## src/iwcc_pkg.sv

```systemverilog
// shared constants and carriers for the i2c wiper code control block
package iwcc_pkg;
  localparam int CODE_W = 8;
  localparam logic [7:0] MIDSCALE = 8'h80;
  localparam logic [4:0] ADDR_HI = 5'h0b;
  localparam int INS_CHAN = 7;
  localparam int INS_MID = 6;
  localparam int INS_PD = 5;
  localparam int INS_O2 = 4;
  localparam int INS_O1 = 3;
  localparam logic [3:0] BIT_LAST = 4'h7;
  localparam logic [3:0] BIT_ACK = 4'h8;

  // slave sequencer states, gray along the usual path
  typedef enum logic [2:0] {
    IWCC_IDLE = 3'b000,
    IWCC_ADDR = 3'b001,
    IWCC_INS = 3'b011,
    IWCC_DATA = 3'b010,
    IWCC_READ = 3'b110,
    IWCC_IGN = 3'b100
  } iwcc_state_t;

  // one channel's analog switch controls
  typedef struct packed {
    logic top_open;
    logic wiper_to_bottom;
    logic [255:0] tap_sel;
  } iwcc_tap_t;
endpackage : iwcc_pkg

```

## src/iwcc_tap_decode.sv

```systemverilog
// one channel's code-to-tap decoder with power-down override
`timescale 1ns/1ns
module iwcc_tap_decode #(
  parameter int TAPS = 256
) (
  // clock and reset
  input wire logic clock,
  input wire logic rst,
  // control
  input wire logic [7:0] code,
  input wire logic pd,
  // ladder switches
  output iwcc_pkg::iwcc_tap_t tap
);
  typedef struct packed {
    iwcc_pkg::iwcc_tap_t tap;
  } iwcc_dec_st_t;
  iwcc_dec_st_t s_r, s_nxt;

  // one-hot decode, zero is bottom tap, each step one higher
  always_comb begin
    s_nxt = s_r;
    s_nxt.tap.tap_sel = '0;
    s_nxt.tap.top_open = pd;
    s_nxt.tap.wiper_to_bottom = pd;
    if (!pd) begin
      s_nxt.tap.tap_sel[code] = 1'b1;
    end
  end

  // registered so the switch drive is glitch free
  always_ff @(posedge clock or posedge rst) begin
    if (rst) begin
      s_r <= '{tap: '{top_open: 1'b0, wiper_to_bottom: 1'b0,
                      tap_sel: 256'h1 << 128}};
    end else begin
      s_r <= s_nxt;
    end
  end
  assign tap = s_r.tap;
endmodule : iwcc_tap_decode

```

## src/iwcc_top.sv

```systemverilog
// i2c slave holding two wiper code latches with power down control
`timescale 1ns/1ns
module iwcc_top #(
  parameter int CHANNELS = 2
) (
  // clock and reset
  input wire logic clock,
  input wire logic rst,
  // two wire bus, sda open drain, oe low while driving low
  input wire logic scl_in,
  input wire logic sda_in,
  output logic sda_out,
  output logic sda_oe_n,
  // straps and power down pin
  input wire logic addr_strap0,
  input wire logic addr_strap1,
  input wire logic power_down_pin_n,
  // latched logic outputs
  output logic logic_out1,
  output logic logic_out2,
  // ladder switch controls per channel
  output iwcc_pkg::iwcc_tap_t variable_resistor [CHANNELS],
  // visible codes
  output logic [7:0] wiper_code_latch [CHANNELS]
);
  // all state in one struct
  typedef struct packed {
    logic [1:0] scl_s1;
    logic [1:0] scl_s2;
    logic [1:0] sda_s1;
    logic [1:0] sda_s2;
    logic [2:0] pin_s1;
    logic [2:0] pin_s2;
    logic scl_d;
    logic sda_d;
    iwcc_pkg::iwcc_state_t st;
    logic [3:0] bitn;
    logic [7:0] sh;
    logic [7:0] ins;
    logic oe_n; // registered copy of the pin enable, low while pulling
    logic drv_low;
    logic o1;
    logic o2;
    logic pd_bit;
    logic [15:0] codes;
  } iwcc_st_t;
  iwcc_st_t s_r, s_nxt;

  // synchronised views, second stage only
  logic scl, sda, pd_n, scl_rise, scl_fall, start_c, stop_c;
  logic [1:0] strap;
  logic [7:0] sel_code;
  assign scl = s_r.scl_s2[0];
  assign sda = s_r.sda_s2[0];
  assign strap = s_r.pin_s2[1:0];
  assign pd_n = s_r.pin_s2[2];
  assign scl_rise = scl && !s_r.scl_d;
  assign scl_fall = !scl && s_r.scl_d;
  assign start_c = scl && s_r.scl_d && s_r.sda_d && !sda;
  assign stop_c = scl && s_r.scl_d && !s_r.sda_d && sda;
  assign sel_code = s_r.ins[iwcc_pkg::INS_CHAN] ? s_r.codes[15:8]
                                                 : s_r.codes[7:0];

  // bus sequencer and latches
  always_comb begin
    s_nxt = s_r;
    s_nxt.scl_s1 = {1'b0, scl_in};
    s_nxt.sda_s1 = {1'b0, sda_in};
    s_nxt.pin_s1 = {power_down_pin_n, addr_strap1, addr_strap0};
    s_nxt.scl_s2 = s_r.scl_s1;
    s_nxt.sda_s2 = s_r.sda_s1;
    s_nxt.pin_s2 = s_r.pin_s1;
    s_nxt.scl_d = scl;
    s_nxt.sda_d = sda;
    if (start_c) begin
      s_nxt.st = iwcc_pkg::IWCC_ADDR;
      s_nxt.bitn = '0;
      s_nxt.drv_low = 1'b0;
    end else if (stop_c) begin
      s_nxt.st = iwcc_pkg::IWCC_IDLE;
      s_nxt.drv_low = 1'b0;
    end else if (s_r.st != iwcc_pkg::IWCC_IDLE &&
                 s_r.st != iwcc_pkg::IWCC_IGN) begin
      if (scl_rise) begin
        // sample data bits on rising scl
        if (s_r.bitn <= iwcc_pkg::BIT_LAST) begin
          s_nxt.sh = {s_r.sh[6:0], sda};
          s_nxt.bitn = s_r.bitn + 4'h1;
        end else begin
          // ninth clock: master nack ends a read
          s_nxt.bitn = '0;
          if (s_r.st == iwcc_pkg::IWCC_READ && sda) begin
            s_nxt.st = iwcc_pkg::IWCC_IGN;
          end
        end
      end else if (scl_fall) begin
        s_nxt.drv_low = 1'b0;
        if (s_r.bitn == iwcc_pkg::BIT_ACK) begin
          // decode byte just shifted, decide ack
          case (s_r.st)
            iwcc_pkg::IWCC_ADDR: begin
              if (s_r.sh[7:3] == iwcc_pkg::ADDR_HI &&
                  s_r.sh[2:1] == {strap[1], strap[0]}) begin
                s_nxt.drv_low = 1'b1;
                s_nxt.st = s_r.sh[0] ? iwcc_pkg::IWCC_READ
                                     : iwcc_pkg::IWCC_INS;
              end else begin
                s_nxt.st = iwcc_pkg::IWCC_IGN;
              end
            end
            iwcc_pkg::IWCC_INS: begin
              s_nxt.ins = s_r.sh;
              s_nxt.o1 = s_r.sh[iwcc_pkg::INS_O1];
              s_nxt.o2 = s_r.sh[iwcc_pkg::INS_O2];
              s_nxt.pd_bit = s_r.sh[iwcc_pkg::INS_PD];
              s_nxt.drv_low = 1'b1;
              s_nxt.st = iwcc_pkg::IWCC_DATA;
            end
            iwcc_pkg::IWCC_DATA: begin
              // each data byte reapplies the stored instruction
              if (s_r.ins[iwcc_pkg::INS_CHAN] && CHANNELS > 1) begin
                s_nxt.codes[15:8] = s_r.ins[iwcc_pkg::INS_MID]
                  ? iwcc_pkg::MIDSCALE : s_r.sh;
              end else begin
                s_nxt.codes[7:0] = s_r.ins[iwcc_pkg::INS_MID]
                  ? iwcc_pkg::MIDSCALE : s_r.sh;
              end
              s_nxt.drv_low = 1'b1;
            end
            default: begin
              s_nxt.drv_low = 1'b0; // read: master acks
            end
          endcase
        end else if (s_r.st == iwcc_pkg::IWCC_READ) begin
          // read data msb first; only zeros are driven
          s_nxt.drv_low = !sel_code[3'(iwcc_pkg::BIT_LAST -
                                       s_r.bitn)];
        end
      end
    end
    // the read byte's first bit must be placed after the address ack
    if (scl_fall && s_r.st == iwcc_pkg::IWCC_READ &&
        s_r.bitn == '0 && s_r.drv_low && !start_c && !stop_c) begin
      s_nxt.drv_low = !sel_code[7];
    end
    // enable kept in its own flop so the pin has no gate after it
    s_nxt.oe_n = !s_nxt.drv_low;
  end

  // single register for all state; codes start at midscale
  always_ff @(posedge clock or posedge rst) begin
    if (rst) begin
      s_r <= '{scl_s1: 2'h1, scl_s2: 2'h1, sda_s1: 2'h1, sda_s2: 2'h1,
               pin_s1: 3'h4, pin_s2: 3'h4, scl_d: 1'b1, sda_d: 1'b1,
               st: iwcc_pkg::IWCC_IDLE, bitn: 4'h0, sh: 8'h00,
               ins: 8'h00, oe_n: 1'b1, drv_low: 1'b0, o1: 1'b0,
               o2: 1'b0, pd_bit: 1'b0,
               codes: {iwcc_pkg::MIDSCALE, iwcc_pkg::MIDSCALE}};
    end else begin
      s_r <= s_nxt;
    end
  end

  // open drain: only ever pull low, scl never driven
  assign sda_out = 1'b0;
  assign sda_oe_n = s_r.oe_n;
  assign logic_out1 = s_r.o1;
  assign logic_out2 = s_r.o2;

  // per-channel ladder decode, pin or bit forces power down
  for (genvar c = 0; c < CHANNELS; c++) begin : g_ch
    assign wiper_code_latch[c] = s_r.codes[8*c +: 8];
    iwcc_tap_decode #(.TAPS(256)) u_dec (
      .clock(clock),
      .rst(rst),
      .code(s_r.codes[8*c +: 8]),
      .pd(!pd_n || s_r.pd_bit),
      .tap(variable_resistor[c])
    );
  end
endmodule : iwcc_top

```

## config.mk

```make
export PLATFORM = sky130hd
export DESIGN_NAME = iwcc_top
export DESIGN_NICKNAME = d
export VERILOG_FILES = /design/src/iwcc_pkg.sv /design/src/iwcc_tap_decode.sv /design/src/iwcc_top.sv
export SDC_FILE = /design/constraint.sdc
export NUM_CORES = 1
export LEC_CHECK = 0
export BUFFER_PORTS_ARGS = -buffer_cell sky130_fd_sc_hd__buf_4
export CORE_AREA = 5 5 207 209
export CTS_CLUSTER_DIAMETER = 60
export DETAILED_ROUTE_END_ITERATION = 10
export DIE_AREA = 0 0 212 214
export PLACE_DENSITY = 0.71
export SYNTH_ARGS = -nofsm -noshare
export SYNTH_HDL_FRONTEND = slang
export SYNTH_SLANG_ARGS = --single-unit
```

## constraint.sdc

```tcl
create_clock -name clock -period 25.1 [get_ports clock]
set_input_delay 2.51 -clock clock [delete_from_list [all_inputs] [get_ports clock]]
set_output_delay 2.51 -clock clock [all_outputs]
set_load 0.03 [all_outputs]
```

==> metrics, run 1 <==
status completed; Seq/Total Area, Yosys 0.774; clock buffer depth 3; share of Yosys cell area claimed by the top area cell type 0.755; post-CTS sizing 0; pre-CTS WS 19.03 ns; H-tree lvl count 2; Post-layout nets 1948; final setup fails 0; #FFs+latches synth 563; Vias 12800; Routed Antenna Nets 0; drt wl/cell 24.2 um; Post-Syn Area 18200 sq um; CTS sink count 563; R2R cell count 3; Tcrit/Tclk final 0.211; Post-CTS Hold Buffers 0; final core utilization 0.601; Buf/Inv on CP 5; synth warn 0; largest net degree at the start of global routing 114; gp weighted congestion 0.850; Tightest Pin Transition 1.08 ns; fmax 189 MHz; Final WS setup 19.82 ns; CP required 25.73 ns; ys flop type dfrtp_1; sw frac 0.215; Seq pwr share 0.503; Setup Buffers After CTS 0; cells along the critical path buf_4 > inv_8 > buf_4 > buf_4 > buf_4; maxcap violations 0; Core Region 40600 sq um; die area 45400 sq um; CP most frequent cell buf_4; Die Wd 212 um; clock share of power 0.469; worst rel slew slack 0.283; instance count on the critical path 5; Internal Power 1.45 mW; # rows 74; First DRT Iteration DRCs 798; die height 214 um; antenna violations before repair 0; crit path capture g_ch[0].u_dec.tap[216]; CP max stage delay 0.94 ns; TNS Setup 0 ns; CP Max Fanout 113; largest area contributor in the netlist dfrtp_1; Post-synth EDFFs 0; CP Launch Type input port; Post-synth ARST share 1.00; share of cells above drive strength 1 0.351; Post-route DRC 0; R2R Path Start wiper_code_latch[2]; worst hold path type reg2reg; P_leak 12.6 nW; worst flop-to-flop path endpoint g_ch[1].u_dec.tap[135]; Reg2Reg Setup Slack 22.31 ns; Post-Synthesis Cells 1447; Routed WL 60.9 mm; global-route usage over all layers 0.264; worst hold path depth 0; top cells by area, synth dfrtp_1, nor2_1, mux2_2; cts bufs inserted 55; crit end category asynchronous set/reset pin; Skew-Pair Late Insertion Delay 0.61 ns; RSZ-0062 raised after global routing false; Initial Utilization 0.448; vias in the first global route 13300; first drt pass iteration count 7; Hold Violations, Final 0; first-pass GRT wire length 89.9 mm; io pins 543; clock skew 0.0256 ns; VDD IR max 0.0683 mV; critical path type in2async; number of fill cells 3109; root buffer cell clkbuf_16; Buffers on Ports 541; Critical-path top delay cell buf_4; synthesized net count 1459; synth-to-layout area growth 34.0%; Worst Setup SP rst; Tmin final 5.28 ns; antenna cells 0; Post-DP HPWL 43.1 mm; Comb pwr share 0.028; Clock transition at path regs 0.06 ns; Congestion Overflow GR 0; worst endpoint data arrival time 5.91 ns; synth unique cells 45; CTS tree done; Final Slew Violations 0; PwrDens 75.8 nW/um^2; Syn Area/Cell 12.6 sq um; via density per instance 5.10; crit-path leading delay family buffers and inverters; Net Sw Power 0.398 mW
[layout make-up]
class	instances	area, sq um	area share
Sequential cell	563	14100	0.577
Clock inverter	20	294	0.0120
Timing Repair Buffer	549	4120	0.169
Multi-Input combinational cell	757	3550	0.145
Tap cell	532	666	0.0272
Inverter	10	45.0	0.00184
Clock buffer	81	1640	0.0673
[worst register-to-register path, cell delays in order (launching register included)]
cell and delay, ns:
dfrtp_1 0.72, nor2b_1 0.66, nand4_1 0.93, nor2_1 0.37
[layer usage]
| layer | up-vias | GRT usage | part of all wire |
|---|---|---|---|
| met2 | 617 | 0.441 | 0.50 |
| met1 | 6616 | 0.327 | 0.37 |
| met3 | 96 | 0.0890 | 0.099 |
| li1 | 5484 | - | - |
| met4 | 0 | 0.0820 | 0.031 |
| met5 | - | 0 | 0 |
[state kept, by name, summed over array words and instances, names as in the netlist]
name / flops
g_ch.u_dec.tap: 513
pd_n: 1
s_nxt: 7
s_r: 25
sda_oe_n: 1
wiper_code_latch: 16
[power groups by stage]
stage          combinational [mW]  clock [mW]  sequential [mW]
2_1_floorplan              0.0432           0            0.943
3_3_place_gp               0.0521           0            0.948
3_5_place_dp               0.0537           0            0.948
4_1_cts                    0.0538       0.878            0.932
5_1_grt                    0.0601       0.919            0.933
6_report                   0.0527       0.868            0.932
[cells in the mapped netlist, types with 2 or more instances]
library cell,number
dfrtp_1,550
nor2_1,517
clkbuf_1,82
nand2_1,51
nand3_1,44
mux2_2,32
nor2b_1,26
buf_4,20
nand4_1,16
dfstp_2,13
inv_1,10
nor4_1,8
buf_1,7
buf_2,7
o21ai_0,7
a21oi_1,6
ha_1,5
nor3_1,5
mux2i_1,4
nand2b_1,3
a2bb2oi_1,2
mux4_2,2
nand3b_1,2
nor4bb_1,2
o2111ai_1,2
o31ai_1,2
or2_2,2
or3_1,2
xnor2_1,2
[stage by stage]
stage	cells	hold slack [ns]	power (mW)	area [sq um]
2_1_floorplan	1447	0.331	0.987	18200
3_3_place_gp	2411	0.336	1.00	22500
3_5_place_dp	2411	0.336	1.00	22500
4_1_cts	2512	0.350	1.86	24400
5_1_grt	2512	0.357	1.91	24400
6_report	2512	0.349	1.85	24400
[cells in the final DEF (no fill, tap or decap), drive strengths merged, types with 2 or more instances in the layout]
cell	Yosys	final
nand2	51	51
xnor2	2	2
inv	10	16
nor2b	26	26
dfstp	13	13
nor4	8	8
or2	2	2
nand3b	3	3
o31ai	2	2
bufinv	0	6
o2111ai	2	2
mux2i	4	4
nand2b	3	3
mux4	2	2
nand4	16	16
clkinv	0	6
nor4bb	2	2
nor2	517	517
nand3	45	45
clkbuf	82	81
clkinvlp	0	2
ha	5	5
dfrtp	550	550
a2bb2oi	2	2
o21ai	7	7
nor3	5	5
a21oi	6	6
or3	2	2
buf	35	549
mux2	32	32
[logic make-up (layout without fill, tap and decap cells)]
group,Yosys count,count (layout),synth area share
adder cells (fa/ha/maj),5,5,0.00343
AND/OR/NAND/NOR,683,683,0.154
AO/OA/AOI/OAI,27,27,0.0111
other,1,1,0.000206
flip-flops,563,563,0.774
multiplexers,38,38,0.0244
XOR/XNOR,3,3,0.00144
buffers and inverters,127,660,0.0312
[worst min-delay path by stage]
stage	from	to	slack, ns
2_1_floorplan	s_nxt[46]	s_r[46]	0.33
3_3_place_gp	s_nxt[47]	s_r[47]	0.34
3_5_place_dp	s_nxt[47]	s_r[47]	0.34
4_1_cts	s_nxt[47]	s_r[47]	0.35
5_1_grt	s_nxt[47]	s_r[47]	0.36
6_report	s_nxt[47]	s_r[47]	0.35
Power figures use the tool's default switching activity.
==> inputs of run 2 (changes only) <==
- CORE_AREA: 5 5 207 209 -> 5 5 206 208
- DIE_AREA: 0 0 212 214 -> 0 0 211 213
- PLACE_DENSITY: 0.71 -> 0.74
- clock period: 25.1 -> 4.5 ns (I/O delays scaled with it)
==> run 2 against run 1 <==
Clock power grew to 5.6 times the previous value. Global-route usage hardly changed. Utilization is 0.66 points higher. Register-to-register slack worse by 21 ns. Wire length is 0.12% lower. Largest power group unchanged.
==> metrics, run 2 (synthesized netlist as in run 1, its figures left out) <==
post-route cell area 24500 sq um; Internal Power 8.09 mW; max reg flops 513; RSZ-0062 raised after global routing false; synth-to-layout area growth 34.6%; total power 10.3 mW; H-tree lvl count 2; clock buffer depth 3; First DRT Iteration DRCs 771; Congestion Overflow GR 0; VDD IR max 0.427 mV; die height 213 um; Clock transition at path regs 0.06 ns; Layout Cells excl Fill 2522; first drt pass iteration count 5; Tmin final 2.98 ns; Routed Antenna Nets 0; most common cell after layout, fill and taps aside buf_4; share of cells above drive strength 1 0.352; Post-route DRC 0; cells along the critical path nor2b_1 > nand4_1 > nor2_1; commonest non-fill, non-tap cells in the layout buf_4, dfrtp_1, nor2_1; Initial Utilization 0.451; final setup fails 0; CTS sink count 563; cell total after placement 2415; # rows 74; critical path type reg2reg; worst rel slew slack 0.318; Post-layout nets 1958; CP Launch Type register; root buffer cell clkbuf_16; fmax 335 MHz; number of fill cells 3131; Seq pwr share 0.503; Setup Buffers After CTS 0; pre-CTS WS 1.44 ns; Post-DP HPWL 42.3 mm; post-placement cell area 22500 sq um; Tightest Pin Transition 1.02 ns; Die Wd 211 um; CP required 4.97 ns; Vias 13000; post-CTS sizing 0; Routed WL 60.8 mm; CP Max Fanout 14; antenna cells 0; die area 44900 sq um; TNS Setup 0 ns; antenna violations before repair 1; sw frac 0.217; PwrDens 421 nW/um^2; gp weighted congestion 0.828; crit end category register; global-route usage over all layers 0.264; Net Sw Power 2.24 mW; largest net degree at the start of global routing 164; Buffers on Ports 541; Final Slew Violations 0; worst endpoint data arrival time 3.46 ns; worst hold path type in2async; cts bufs inserted 56; first-pass GRT wire length 88.6 mm; P_leak 12.6 nW; via density per instance 5.15; io pins 543; Hold Violations, Final 0; CP max stage delay 0.82 ns; status completed; clock skew 0.0194 ns; Core Region 40400 sq um; drt wl/cell 24.1 um; maxcap violations 0; Comb pwr share 0.030; CTS tree done; Tcrit/Tclk final 0.663; final core utilization 0.608; vias in the first global route 13400; Fin Hold WS 0.00825 ns; Critical-path top delay cell nor2b_1; Final WS setup 1.52 ns; clock share of power 0.468; Skew-Pair Late Insertion Delay 0.60 ns
-- run 2: area by class of cell --
class / instances / area (sq um) / share of cell area
Clock buffer: 72 / 1550 / 0.0633
Tap cell: 532 / 666 / 0.0271
Sequential cell: 563 / 14100 / 0.575
Clock inverter: 30 / 380 / 0.0155
Inverter: 10 / 41.3 / 0.00168
Timing Repair Buffer: 558 / 4230 / 0.172
Multi-Input combinational cell: 757 / 3560 / 0.145
-- run 2: worst paths after layout --
check	from	to	slack (ns)	cells past startpoint
max in group asynchronous	rst	g_ch[1].u_dec.tap[78]	3.21	3
worst min-delay path	rst	g_ch[1].u_dec.tap[3]	0.008	2
worst min register to register	s_nxt[46]	s_r[46]	0.35	0
worst max register to register	wiper_code_latch[9]	g_ch[0].u_dec.tap[62]	1.52	3
worst max-delay path	wiper_code_latch[9]	g_ch[0].u_dec.tap[62]	1.52	3
min in group clock	s_nxt[46]	s_r[46]	0.35	0
-- run 2: timing repair --
action,CTS,global route
hold buffers,5,0
endpoints found under the hold margin,5,0
setup endpoints to repair,0,0
-- run 2: power groups by stage --
stage                     registers, mW  clock network, mW  logic [mW]
after global placement             5.28                  0       0.299
after global routing               5.21               5.13       0.352
after detailed placement           5.29                  0       0.307
after CTS                          5.20               4.90       0.312
final                              5.20               4.83       0.306
after floorplan                    5.26                  0       0.242
-- run 2: metal layers --
| layer | track usage | share of wire | wire (um) | vias up |
|---|---|---|---|---|
| li1 | - | - | - | 5503 |
| met3 | 0.0912 | 0.10 | 6140 | 140 |
| met1 | 0.331 | 0.37 | 22300 | 6628 |
| met2 | 0.428 | 0.49 | 29800 | 708 |
| met4 | 0.104 | 0.042 | 2560 | 0 |
| met5 | 0 | 0 | 0 | - |
-- run 2: critical path, delay by kind of cell, from the launching register on --
| family | cells | cell delay [ns] |
|---|---|---|
| AND/OR/NAND/NOR | 3 | 2.04 |
| flip-flops | 1 | 0.81 |
